**src/shared/usdb_pkg.sv**
```systemverilog
`default_nettype none
// ============================================================
// Shared constants for the shadow data buffer
package usdb_pkg;
    localparam int unsigned DATA_W = 8;
    localparam int unsigned FIFO_DEPTH = 16;
    localparam int unsigned PTR_W = 4;
    localparam int unsigned CNT_W = 5;
    localparam int unsigned IRQ_W = 3;

    // ============================================================
    // Shadow word array: sixteen aligned 32-bit locations
    localparam logic [31:0] SHADOW_BASE_ADDR = 32'h50001030;
    localparam logic [31:0] SHADOW12_ADDR = 32'h50001060;
    localparam logic [31:0] SHADOW13_ADDR = 32'h50001064;
    localparam logic [31:0] SHADOW_SPAN = 32'h00000040;
    localparam logic [1:0] WORD_ALIGN = 2'h0;

    // ============================================================
    // Control and status registers of the block
    localparam logic [31:0] FIFO_CTRL_ADDR = 32'h50001100;
    localparam logic [31:0] MODE_CTRL_ADDR = 32'h50001104;
    localparam logic [31:0] LINE_STATE_ADDR = 32'h50001108;
    localparam logic [31:0] IRQ_STATUS_ADDR = 32'h5000110c;
    localparam logic [31:0] IRQ_CLEAR_ADDR = 32'h50001110;
    localparam logic [31:0] IRQ_ENABLE_ADDR = 32'h50001114;

    // ============================================================
    // Field positions
    localparam int unsigned FCR_FIFO_EN_BIT = 0;
    localparam int unsigned MODE_IR_BIT = 0;
    localparam int unsigned LSR_DR_BIT = 0;
    localparam int unsigned LSR_OE_BIT = 1;
    localparam int unsigned LSR_TX_HOLDING_EMPTY_FLAG_BIT = 5;
    localparam int unsigned IRQ_RX_BIT = 0;
    localparam int unsigned IRQ_OVR_BIT = 1;
    localparam int unsigned IRQ_TX_HOLDING_EMPTY_FLAG_BIT = 2;

    // ============================================================
    // Reset values
    localparam logic [7:0] BYTE_RESET = 8'h00;
    localparam logic [31:0] WORD_ZERO = 32'h00000000;
    localparam logic [23:0] UPPER_ZERO = 24'h000000;
    localparam logic [2:0] IRQ_RESET = 3'h0;
    localparam logic [PTR_W-1:0] PTR_RESET = 4'h0;
    localparam logic [CNT_W-1:0] CNT_RESET = 5'h00;
    localparam logic [PTR_W-1:0] PTR_ONE = 4'h1;
    localparam logic [CNT_W-1:0] CNT_ONE = 5'h01;
    localparam logic [CNT_W-1:0] CNT_FULL = 5'h10;

    typedef enum logic [1:0] {
        TX_IDLE = 2'b01,
        TX_PEND = 2'b10
    } usdb_tx_state_type;
endpackage : usdb_pkg
`default_nettype wire

```
**src/shared/usdb_fifo_if.sv**
```systemverilog
`timescale 1ns/1ps
`default_nettype none
// ============================================================
// Byte queue connection between the buffer logic and a FIFO
interface usdb_fifo_if;
    logic push;
    logic [7:0] push_data;
    logic pop;
    logic flush;
    logic [7:0] head;
    logic full;
    logic empty;
    logic push_ok;
    modport store(input push, input push_data, input pop, input flush,
                  output head, output full, output empty, output push_ok);
    modport user(output push, output push_data, output pop, output flush,
                 input head, input full, input empty, input push_ok);
endinterface : usdb_fifo_if
`default_nettype wire

```
**src/core/usdb_top.sv**
```systemverilog
// Chosen here: strobed register access.
`timescale 1ns/1ps
`default_nettype none
// Functional notes
// All sixteen shadow words reach the same receive and transmit data.
// Shadow read returns byte from serial or infrared receiver by mode.
// Byte is valid only while line state receive valid flag is set.
// FIFO off: new byte overwrites unread byte and raises overrun.
// FIFO on: a shadow read returns and removes the receive FIFO head.
// Full receive FIFO keeps entries, drops new byte, raises overrun.
// Shadow write queues byte for serial or infrared transmitter by mode.
// Software writes transmit data only while holding empty flag is set.
// FIFO off: one written byte clears the holding empty flag.
// FIFO off: further writes before empty overwrite the pending byte.
// FIFO on: writes are accepted until the sixteen-entry FIFO is full.
// Writes while the transmit FIFO is full are dropped unchanged.
// Reserved upper shadow bits read zero and ignore writes.
module usdb_top
    import usdb_pkg::*;
(
    input wire logic CLK,
    input wire logic SYS_RST,
    input wire logic [31:0] REG_ADDR,
    input wire logic [31:0] REG_WDATA,
    input wire logic REG_WR,
    input wire logic REG_RD,
    output logic [31:0] REG_RDATA,
    input wire logic [7:0] RX_UART_BYTE,
    input wire logic RX_UART_STB,
    input wire logic [7:0] RX_IR_BYTE,
    input wire logic RX_IR_STB,
    output logic [7:0] TX_BYTE,
    output logic TX_UART_VALID,
    output logic TX_IR_VALID,
    input wire logic TX_TAKE,
    output logic IRQ
);
    import usdb_pkg::*;

    // ============================================================
    // Address decode
    function automatic logic is_shadow(input logic [31:0] addr);
        logic [31:0] off;
        off = addr - SHADOW_BASE_ADDR;
        return (addr >= SHADOW_BASE_ADDR) && (off < SHADOW_SPAN) &&
               (addr[1:0] == WORD_ALIGN);
    endfunction : is_shadow

    // ============================================================
    // State
    logic fifo_en_q, fifo_en_d;
    logic mode_ir_q, mode_ir_d;
    logic [7:0] rx_hold_q, rx_hold_d;
    logic rx_valid_q, rx_valid_d;
    logic overrun_q, overrun_d;
    usdb_tx_state_type tx_state_q, tx_state_d;
    logic [7:0] tx_byte_q, tx_byte_d;
    logic tx_uart_valid_q, tx_uart_valid_d;
    logic tx_ir_valid_q, tx_ir_valid_d;
    logic tx_holding_empty_flag_prev_q, tx_holding_empty_flag_prev_d;
    logic [IRQ_W-1:0] irq_stat_q, irq_stat_d;
    logic [IRQ_W-1:0] irq_en_q, irq_en_d;
    logic irq_q, irq_d;
    logic [31:0] rdata_q, rdata_d;

    // ============================================================
    // Working signals
    logic wr_shadow;
    logic rd_shadow;
    logic rd_line;
    logic rx_stb;
    logic [7:0] rx_byte;
    logic rx_data_valid;
    logic [7:0] rx_read_byte;
    logic overrun_ev;
    logic tx_empty_flag;
    logic tx_holding_empty_flag_now;
    logic flush;
    logic [IRQ_W-1:0] irq_ev;
    logic [IRQ_W-1:0] irq_clr;
    logic [31:0] line_word;

    usdb_fifo_if rx_q ();
    usdb_fifo_if tx_q ();

    usdb_fifo u_rx_fifo (
        .clk(CLK),
        .rst(SYS_RST),
        .q(rx_q.store)
    );

    usdb_fifo u_tx_fifo (
        .clk(CLK),
        .rst(SYS_RST),
        .q(tx_q.store)
    );

    // ============================================================
    // Next-state logic
    always_comb begin
        fifo_en_d = fifo_en_q;
        mode_ir_d = mode_ir_q;
        rx_hold_d = rx_hold_q;
        rx_valid_d = rx_valid_q;
        tx_state_d = tx_state_q;
        tx_byte_d = tx_byte_q;
        irq_en_d = irq_en_q;
        flush = 1'b0;
        overrun_ev = 1'b0;
        irq_clr = IRQ_RESET;
        rdata_d = WORD_ZERO;

        wr_shadow = REG_WR && is_shadow(REG_ADDR);
        rd_shadow = REG_RD && is_shadow(REG_ADDR);
        rd_line = REG_RD && (REG_ADDR == LINE_STATE_ADDR);

        // Receiver source follows the link mode
        rx_stb = mode_ir_q ? RX_IR_STB : RX_UART_STB;
        rx_byte = mode_ir_q ? RX_IR_BYTE : RX_UART_BYTE;

        // Control writes; a change of FIFO mode empties both queues
        if (REG_WR) begin
            case (REG_ADDR)
                FIFO_CTRL_ADDR: begin
                    fifo_en_d = REG_WDATA[FCR_FIFO_EN_BIT];
                    flush = (REG_WDATA[FCR_FIFO_EN_BIT] != fifo_en_q);
                end
                MODE_CTRL_ADDR: begin
                    mode_ir_d = REG_WDATA[MODE_IR_BIT];
                end
                IRQ_CLEAR_ADDR: begin
                    irq_clr = REG_WDATA[IRQ_W-1:0];
                end
                IRQ_ENABLE_ADDR: begin
                    irq_en_d = REG_WDATA[IRQ_W-1:0];
                end
                default: begin
                    irq_clr = IRQ_RESET;
                end
            endcase
        end

        // ========================================================
        // Receive path
        rx_q.push = fifo_en_q && rx_stb;
        rx_q.push_data = rx_byte;
        rx_q.pop = fifo_en_q && rd_shadow;
        rx_q.flush = flush;
        if (flush) begin
            rx_valid_d = 1'b0;
        end else if (!fifo_en_q) begin
            if (rx_stb) begin
                rx_hold_d = rx_byte;
                rx_valid_d = 1'b1;
                overrun_ev = rx_valid_q && !rd_shadow;
            end else if (rd_shadow) begin
                rx_valid_d = 1'b0;
            end
        end else begin
            overrun_ev = rx_stb && !rx_q.push_ok;
        end
        rx_data_valid = fifo_en_q ? !rx_q.empty : rx_valid_q;
        rx_read_byte = fifo_en_q ? rx_q.head : rx_hold_q;

        // ========================================================
        // Transmit path
        tx_q.push = fifo_en_q && wr_shadow;
        tx_q.push_data = REG_WDATA[7:0];
        tx_q.pop = 1'b0;
        tx_q.flush = flush;
        if (!fifo_en_q) begin
            if (wr_shadow) begin
                // Holding slot is replaced even while pending
                tx_byte_d = REG_WDATA[7:0];
                tx_state_d = TX_PEND;
            end else if (TX_TAKE && (tx_state_q == TX_PEND)) begin
                tx_state_d = TX_IDLE;
            end
        end else begin
            if ((tx_state_q == TX_IDLE) || TX_TAKE) begin
                if (!tx_q.empty && !flush) begin
                    tx_q.pop = 1'b1;
                    tx_byte_d = tx_q.head;
                    tx_state_d = TX_PEND;
                end else begin
                    tx_state_d = TX_IDLE;
                end
            end
        end
        // Full FIFO silently drops the write inside the queue
        tx_empty_flag = fifo_en_q ? tx_q.empty :
                        (tx_state_q == TX_IDLE);
        tx_holding_empty_flag_now = tx_empty_flag;
        tx_holding_empty_flag_prev_d = tx_holding_empty_flag_now;
        tx_uart_valid_d = (tx_state_d == TX_PEND) && !mode_ir_d;
        tx_ir_valid_d = (tx_state_d == TX_PEND) && mode_ir_d;

        // ========================================================
        // Line state and interrupts; a new event beats a clear
        overrun_d = overrun_ev || (overrun_q && !rd_line);
        irq_ev = IRQ_RESET;
        irq_ev[IRQ_RX_BIT] = rx_stb;
        irq_ev[IRQ_OVR_BIT] = overrun_ev;
        irq_ev[IRQ_TX_HOLDING_EMPTY_FLAG_BIT] = tx_holding_empty_flag_now && !tx_holding_empty_flag_prev_q;
        irq_stat_d = irq_ev | (irq_stat_q & ~irq_clr);
        irq_d = |(irq_stat_d & irq_en_d);

        line_word = WORD_ZERO;
        line_word[LSR_DR_BIT] = rx_data_valid;
        line_word[LSR_OE_BIT] = overrun_q;
        line_word[LSR_TX_HOLDING_EMPTY_FLAG_BIT] = tx_holding_empty_flag_now;

        // ========================================================
        // Read data, valid in the cycle after the strobe only
        if (REG_RD) begin
            if (rd_shadow) begin
                rdata_d = {UPPER_ZERO, rx_read_byte};
            end else begin
                case (REG_ADDR)
                    FIFO_CTRL_ADDR: begin
                        rdata_d[FCR_FIFO_EN_BIT] = fifo_en_q;
                    end
                    MODE_CTRL_ADDR: begin
                        rdata_d[MODE_IR_BIT] = mode_ir_q;
                    end
                    LINE_STATE_ADDR: begin
                        rdata_d = line_word;
                    end
                    IRQ_STATUS_ADDR: begin
                        rdata_d[IRQ_W-1:0] = irq_stat_q;
                    end
                    IRQ_ENABLE_ADDR: begin
                        rdata_d[IRQ_W-1:0] = irq_en_q;
                    end
                    default: begin
                        rdata_d = WORD_ZERO;
                    end
                endcase
            end
        end
    end

    // ============================================================
    // Registers
    always_ff @(posedge CLK) begin
        if (SYS_RST) begin
            fifo_en_q <= 1'b0;
            mode_ir_q <= 1'b0;
            rx_hold_q <= BYTE_RESET;
            rx_valid_q <= 1'b0;
            overrun_q <= 1'b0;
            tx_state_q <= TX_IDLE;
            tx_byte_q <= BYTE_RESET;
            tx_uart_valid_q <= 1'b0;
            tx_ir_valid_q <= 1'b0;
            tx_holding_empty_flag_prev_q <= 1'b1;
            irq_stat_q <= IRQ_RESET;
            irq_en_q <= IRQ_RESET;
            irq_q <= 1'b0;
            rdata_q <= WORD_ZERO;
        end else begin
            fifo_en_q <= fifo_en_d;
            mode_ir_q <= mode_ir_d;
            rx_hold_q <= rx_hold_d;
            rx_valid_q <= rx_valid_d;
            overrun_q <= overrun_d;
            tx_state_q <= tx_state_d;
            tx_byte_q <= tx_byte_d;
            tx_uart_valid_q <= tx_uart_valid_d;
            tx_ir_valid_q <= tx_ir_valid_d;
            tx_holding_empty_flag_prev_q <= tx_holding_empty_flag_prev_d;
            irq_stat_q <= irq_stat_d;
            irq_en_q <= irq_en_d;
            irq_q <= irq_d;
            rdata_q <= rdata_d;
        end
    end

    assign REG_RDATA = rdata_q;
    assign TX_BYTE = tx_byte_q;
    assign TX_UART_VALID = tx_uart_valid_q;
    assign TX_IR_VALID = tx_ir_valid_q;
    assign IRQ = irq_q;
endmodule : usdb_top
`default_nettype wire

```
**src/core/usdb_fifo.sv**
```systemverilog
`timescale 1ns/1ps
`default_nettype none
// ============================================================
// Sixteen-entry byte FIFO in flip-flops
module usdb_fifo
    import usdb_pkg::*;
(
    input wire logic clk,
    input wire logic rst,
    usdb_fifo_if.store q
);
    logic [7:0] mem_q [FIFO_DEPTH];
    logic [7:0] mem_d [FIFO_DEPTH];
    logic [PTR_W-1:0] wr_ptr_q, wr_ptr_d;
    logic [PTR_W-1:0] rd_ptr_q, rd_ptr_d;
    logic [CNT_W-1:0] cnt_q, cnt_d;
    logic pop_ok;
    logic push_ok;

    assign q.head = mem_q[rd_ptr_q];
    assign q.full = (cnt_q == CNT_FULL);
    assign q.empty = (cnt_q == CNT_RESET);
    assign q.push_ok = push_ok;

    always_comb begin
        mem_d = mem_q;
        wr_ptr_d = wr_ptr_q;
        rd_ptr_d = rd_ptr_q;
        cnt_d = cnt_q;
        pop_ok = q.pop && (cnt_q != CNT_RESET) && !q.flush;
        // A full queue drops the push unless a pop frees a slot
        push_ok = q.push && !q.flush && ((cnt_q != CNT_FULL) || pop_ok);
        if (q.flush) begin
            wr_ptr_d = PTR_RESET;
            rd_ptr_d = PTR_RESET;
            cnt_d = CNT_RESET;
        end else begin
            if (push_ok) begin
                mem_d[wr_ptr_q] = q.push_data;
                wr_ptr_d = wr_ptr_q + PTR_ONE;
            end
            if (pop_ok) begin
                rd_ptr_d = rd_ptr_q + PTR_ONE;
            end
            if (push_ok && !pop_ok) begin
                cnt_d = cnt_q + CNT_ONE;
            end else if (pop_ok && !push_ok) begin
                cnt_d = cnt_q - CNT_ONE;
            end
        end
    end

    always_ff @(posedge clk) begin
        if (rst) begin
            for (int i = 0; i < FIFO_DEPTH; i++) begin
                mem_q[i] <= BYTE_RESET;
            end
            wr_ptr_q <= PTR_RESET;
            rd_ptr_q <= PTR_RESET;
            cnt_q <= CNT_RESET;
        end else begin
            mem_q <= mem_d;
            wr_ptr_q <= wr_ptr_d;
            rd_ptr_q <= rd_ptr_d;
            cnt_q <= cnt_d;
        end
    end
endmodule : usdb_fifo
`default_nettype wire

```
**config.mk**
```make
export PLATFORM = sky130hd
export DESIGN_NAME = usdb_top
export DESIGN_NICKNAME = d
export VERILOG_FILES = /design/src/shared/usdb_pkg.sv /design/src/shared/usdb_fifo_if.sv /design/src/core/usdb_top.sv /design/src/core/usdb_fifo.sv
export SDC_FILE = /design/constraint.sdc
export NUM_CORES = 1
export LEC_CHECK = 0
export BUFFER_PORTS_ARGS = -buffer_cell sky130_fd_sc_hd__buf_4
export CAP_MARGIN = 20
export CORE_AREA = 2 2 165 167
export CTS_BUF_LIST = sky130_fd_sc_hd__clkbuf_16
export DETAILED_ROUTE_END_ITERATION = 12
export DIE_AREA = 0 0 167 169
export HOLD_SLACK_MARGIN = 0.02
export PLACE_DENSITY = 0.79
export SYNTH_ARGS = -nofsm -noshare
export SYNTH_HDL_FRONTEND = slang
export SYNTH_HIERARCHICAL = 1
export SYNTH_SLANG_ARGS = --single-unit
```
**constraint.sdc**
```tcl
create_clock -name CLK -period 5.2 [get_ports CLK]
set_input_delay 0.26 -clock CLK [delete_from_list [all_inputs] [get_ports CLK]]
set_output_delay 0.26 -clock CLK [all_outputs]
set_load 0.02 [all_outputs]
```
==> results.txt <==
For the post-CTS setup buffer count, the log shows 0. In this run the power density over the cells is 296 nW/µm². The run gives 0.483 as the sequential cell fraction of total power.

Count of filler cells inserted in the layout: 2030. The via count normalized by instance count is 5.93, and the insertion delay to the later sink of the worst-skew pair is 0.52 ns. The biggest fanout along the worst timing path was 15. The wire length of the first global-routing pass was 59100 µm; the transition at the pin with the smallest max-transition slack was 1.09 ns. In this run the clock root is driven by a clkbuf_16.

STA classifies the critical path startpoint as a flip-flop. The initialized floorplan defines 60 standard-cell rows. Counting the buffers created by CTS gives 34. Count of clock tree sinks: 322.

The fraction of layout cells with a size suffix above 1 was 0.156. The data arrival time of the worst path was 4.86 ns; the total of max-cap violations was 0. The total number of vias is 11400, and the effective utilization at floorplan is 0.587. The HPWL after detailed placement is 24500 µm.

The die covers 28200 µm². The run finished with clean final reports. After layout, the minimum clock period comes to 4.40 ns. Among the stages of the critical path, the cell type that occurs most often is inv_1. The count of nets left with antenna violations after detail routing is 0. The library cell used most frequently in the layout, excluding fill and tap cells, is mux2i_1. The run gives 0.036 as the portion of total power attributed to combinational logic. The library cells used most frequently in the layout, excluding fill and tap cells, are mux2i_1, dfxtp_1, nor2_1.

The worst slack on hold paths was 0.108 ns; the initial antenna violation count was 0. Setup repair after global routing left no endpoint under its margin. Sort of element at the end of the critical path: a flip-flop.

In the final timing run, aggregate negative setup slack is 0 ns. Based on the critical path, the design can be clocked at up to 227 MHz. The net count of the finished layout is 1669. The clock passes through at most 3 buffers.

Maximum number of pins on one net before global-route repair: 110. Critical path start-end classification: reg2reg. Cell internal power was estimated by the tool at 0.00400 W. The residual DRC count is 0.

After the flow finishes, the layout carries non-filler instances totaling 1923. The die width is 167 µm, and the area added between synthesis and finish is 11.3%. In this run the tool buffered the top-level ports with 81 buffer cells.

The tools report the total wire length after detailed routing as 36800 µm. The critical path goes through xor2_1 -> and3_1 -> or4_1 -> inv_2 -> inv_1 -> a211oi_1 -> inv_1 -> ha_1 -> inv_1 -> ha_1 -> nor2b_1 -> o21a_1 -> or4_1 -> a211oi_1 -> a31o_2. The class of the tightest hold or removal check was in2reg. The H-tree was split into 2 levels. In this run the count of I/O pins placed on the die edge is 130.

The post-route clock period utilization was 0.846; the count of inserted antenna diode cells was 0. Each instance of the synthesized netlist takes up on average 10.2 µm². The count of endpoints failing setup in the final report was 0. The logs give 0.00112 W for the total net switching power and 0.00512 W for the total power after layout. In the final routed layout, each cell accounts on average for 19.1 µm. The tools report the via count of the first global-routing pass as 11000.

In this run the standard cell core region covers 26500 µm². The die outline height is 169 µm, and the fraction of power consumed by the clock network is 0.480. The largest individual stage delay along the critical path comes from the cell dfxtp_1. The first detailed-routing pass took 5 iterations. The number of placed cells counting well taps is 1866.

The tools report the worst clock skew on the final layout as 0.0228 ns. At the end of routability-driven placement, the weighted congestion stood at 0.842. The switching power as a share of total power is 0.219, and the total track usage is 0.257. For the utilization after layout, the log shows 0.653.

In this run, post-CTS hold repair placed 0 buffers. TritonCTS built the clock tree. The total count of max-transition violations in the final report is 0, and the number of instances in the synthesized netlist is 1528.

For this design the static power due to leakage is 8.05 nW. In this run the cell area of the synthesized design comes to 15600 µm². The run gives 0.274 as the relative slew slack. IR analysis of the VDD net gives a maximum drop of 0.000318 V. After clock tree synthesis, the clock-pin slew on the worst setup and hold paths is 0.06 ns. The run gives 973 as the DRC marker count from the first detailed-route iteration. Maximum single-stage delay on the critical path: 0.75 ns. For the worst setup path, the data required time is 5.66 ns. For the count of synthesis-stage warnings from yosys, the log shows 6. The post-cts gate resize count is 0. For the count of endpoints failing hold in the final timing report, the log shows 0. For this run the aggregate overflow at the end of global routing stands at 0.
layout make-up:
type | count | area [µm²] | share of cell area
Clock buffer | 35 | 876 | 0.0506
Sequential cell | 322 | 6450 | 0.372
Tap cell | 341 | 427 | 0.0246
Timing Repair Buffer | 97 | 734 | 0.0424
Inverter | 22 | 82.6 | 0.00477
Multi-Input combinational cell | 1084 | 8490 | 0.491
Clock inverter | 22 | 250 | 0.0145
path summary, 6_finish.rpt:
path / start / end / slack, ns / cells after the start
max reg2reg: fifo_en_q / u_tx_fifo/cnt_q[4] / 0.80 / 15
min reg2reg: u_rx_fifo/mem_q[39] / u_rx_fifo/mem_q[39] / 0.49 / 2
max: fifo_en_q / u_tx_fifo/cnt_q[4] / 0.80 / 15
min: TX_TAKE / tx_state_q[1] / 0.11 / 4
worst max-delay path: cells and delay by family, from the launching register on:
kind,cells,cell delay [ns]
XOR/XNOR,1,0.13
adder cells (fa/ha/maj),2,0.52
buffers and inverters,4,0.57
flip-flops,1,0.75
AO/OA/AOI/OAI,4,1.05
AND/OR/NAND/NOR,4,1.33
registers in the layout (all words and copies together), names as in the netlist:
name and count:
IRQ 1, REG_RDATA 8, TX_BYTE 8, TX_IR_VALID 1
TX_UART_VALID 1, fifo_en_q 1, irq_en_q 3, irq_stat_q 3
mode_ir_q 1, overrun_q 1, rx_hold_q 8, rx_valid_q 1
tx_holding_empty_flag_prev_q 1, tx_state_q 2, u_rx_fifo/cnt_q 5, u_rx_fifo/mem_q 128
u_rx_fifo/rd_ptr_q 4, u_rx_fifo/wr_ptr_q 4, u_tx_fifo/cnt_q 5, u_tx_fifo/mem_q 128
u_tx_fifo/rd_ptr_q 4, u_tx_fifo/wr_ptr_q 4
layer usage:
metal,GRT usage,part of all wire
met1,0.354,0.45
met2,0.418,0.46
met3,0.0407,0.059
met4,0.0787,0.024
met5,0,0
through the flow:
stage	setup slack, ns	cell area [µm²]
2_1_floorplan	0.678	15600
3_3_place_gp	0.535	16200
3_5_place_dp	0.399	16200
4_1_cts	0.797	17300
5_1_grt	0.546	17300
6_report	0.801	17300
power groups by stage:
| stage | logic, W | clock network [W] | registers [W] |
|---|---|---|---|
| 2_1_floorplan | 0.000119 | 0 | 0.00253 |
| 3_3_place_gp | 0.000181 | 0 | 0.00253 |
| 3_5_place_dp | 0.000183 | 0 | 0.00253 |
| 4_1_cts | 0.000184 | 0.00250 | 0.00248 |
| 5_1_grt | 0.000200 | 0.00260 | 0.00247 |
| 6_report | 0.000187 | 0.00246 | 0.00248 |
Power figures use the tool's default switching activity.
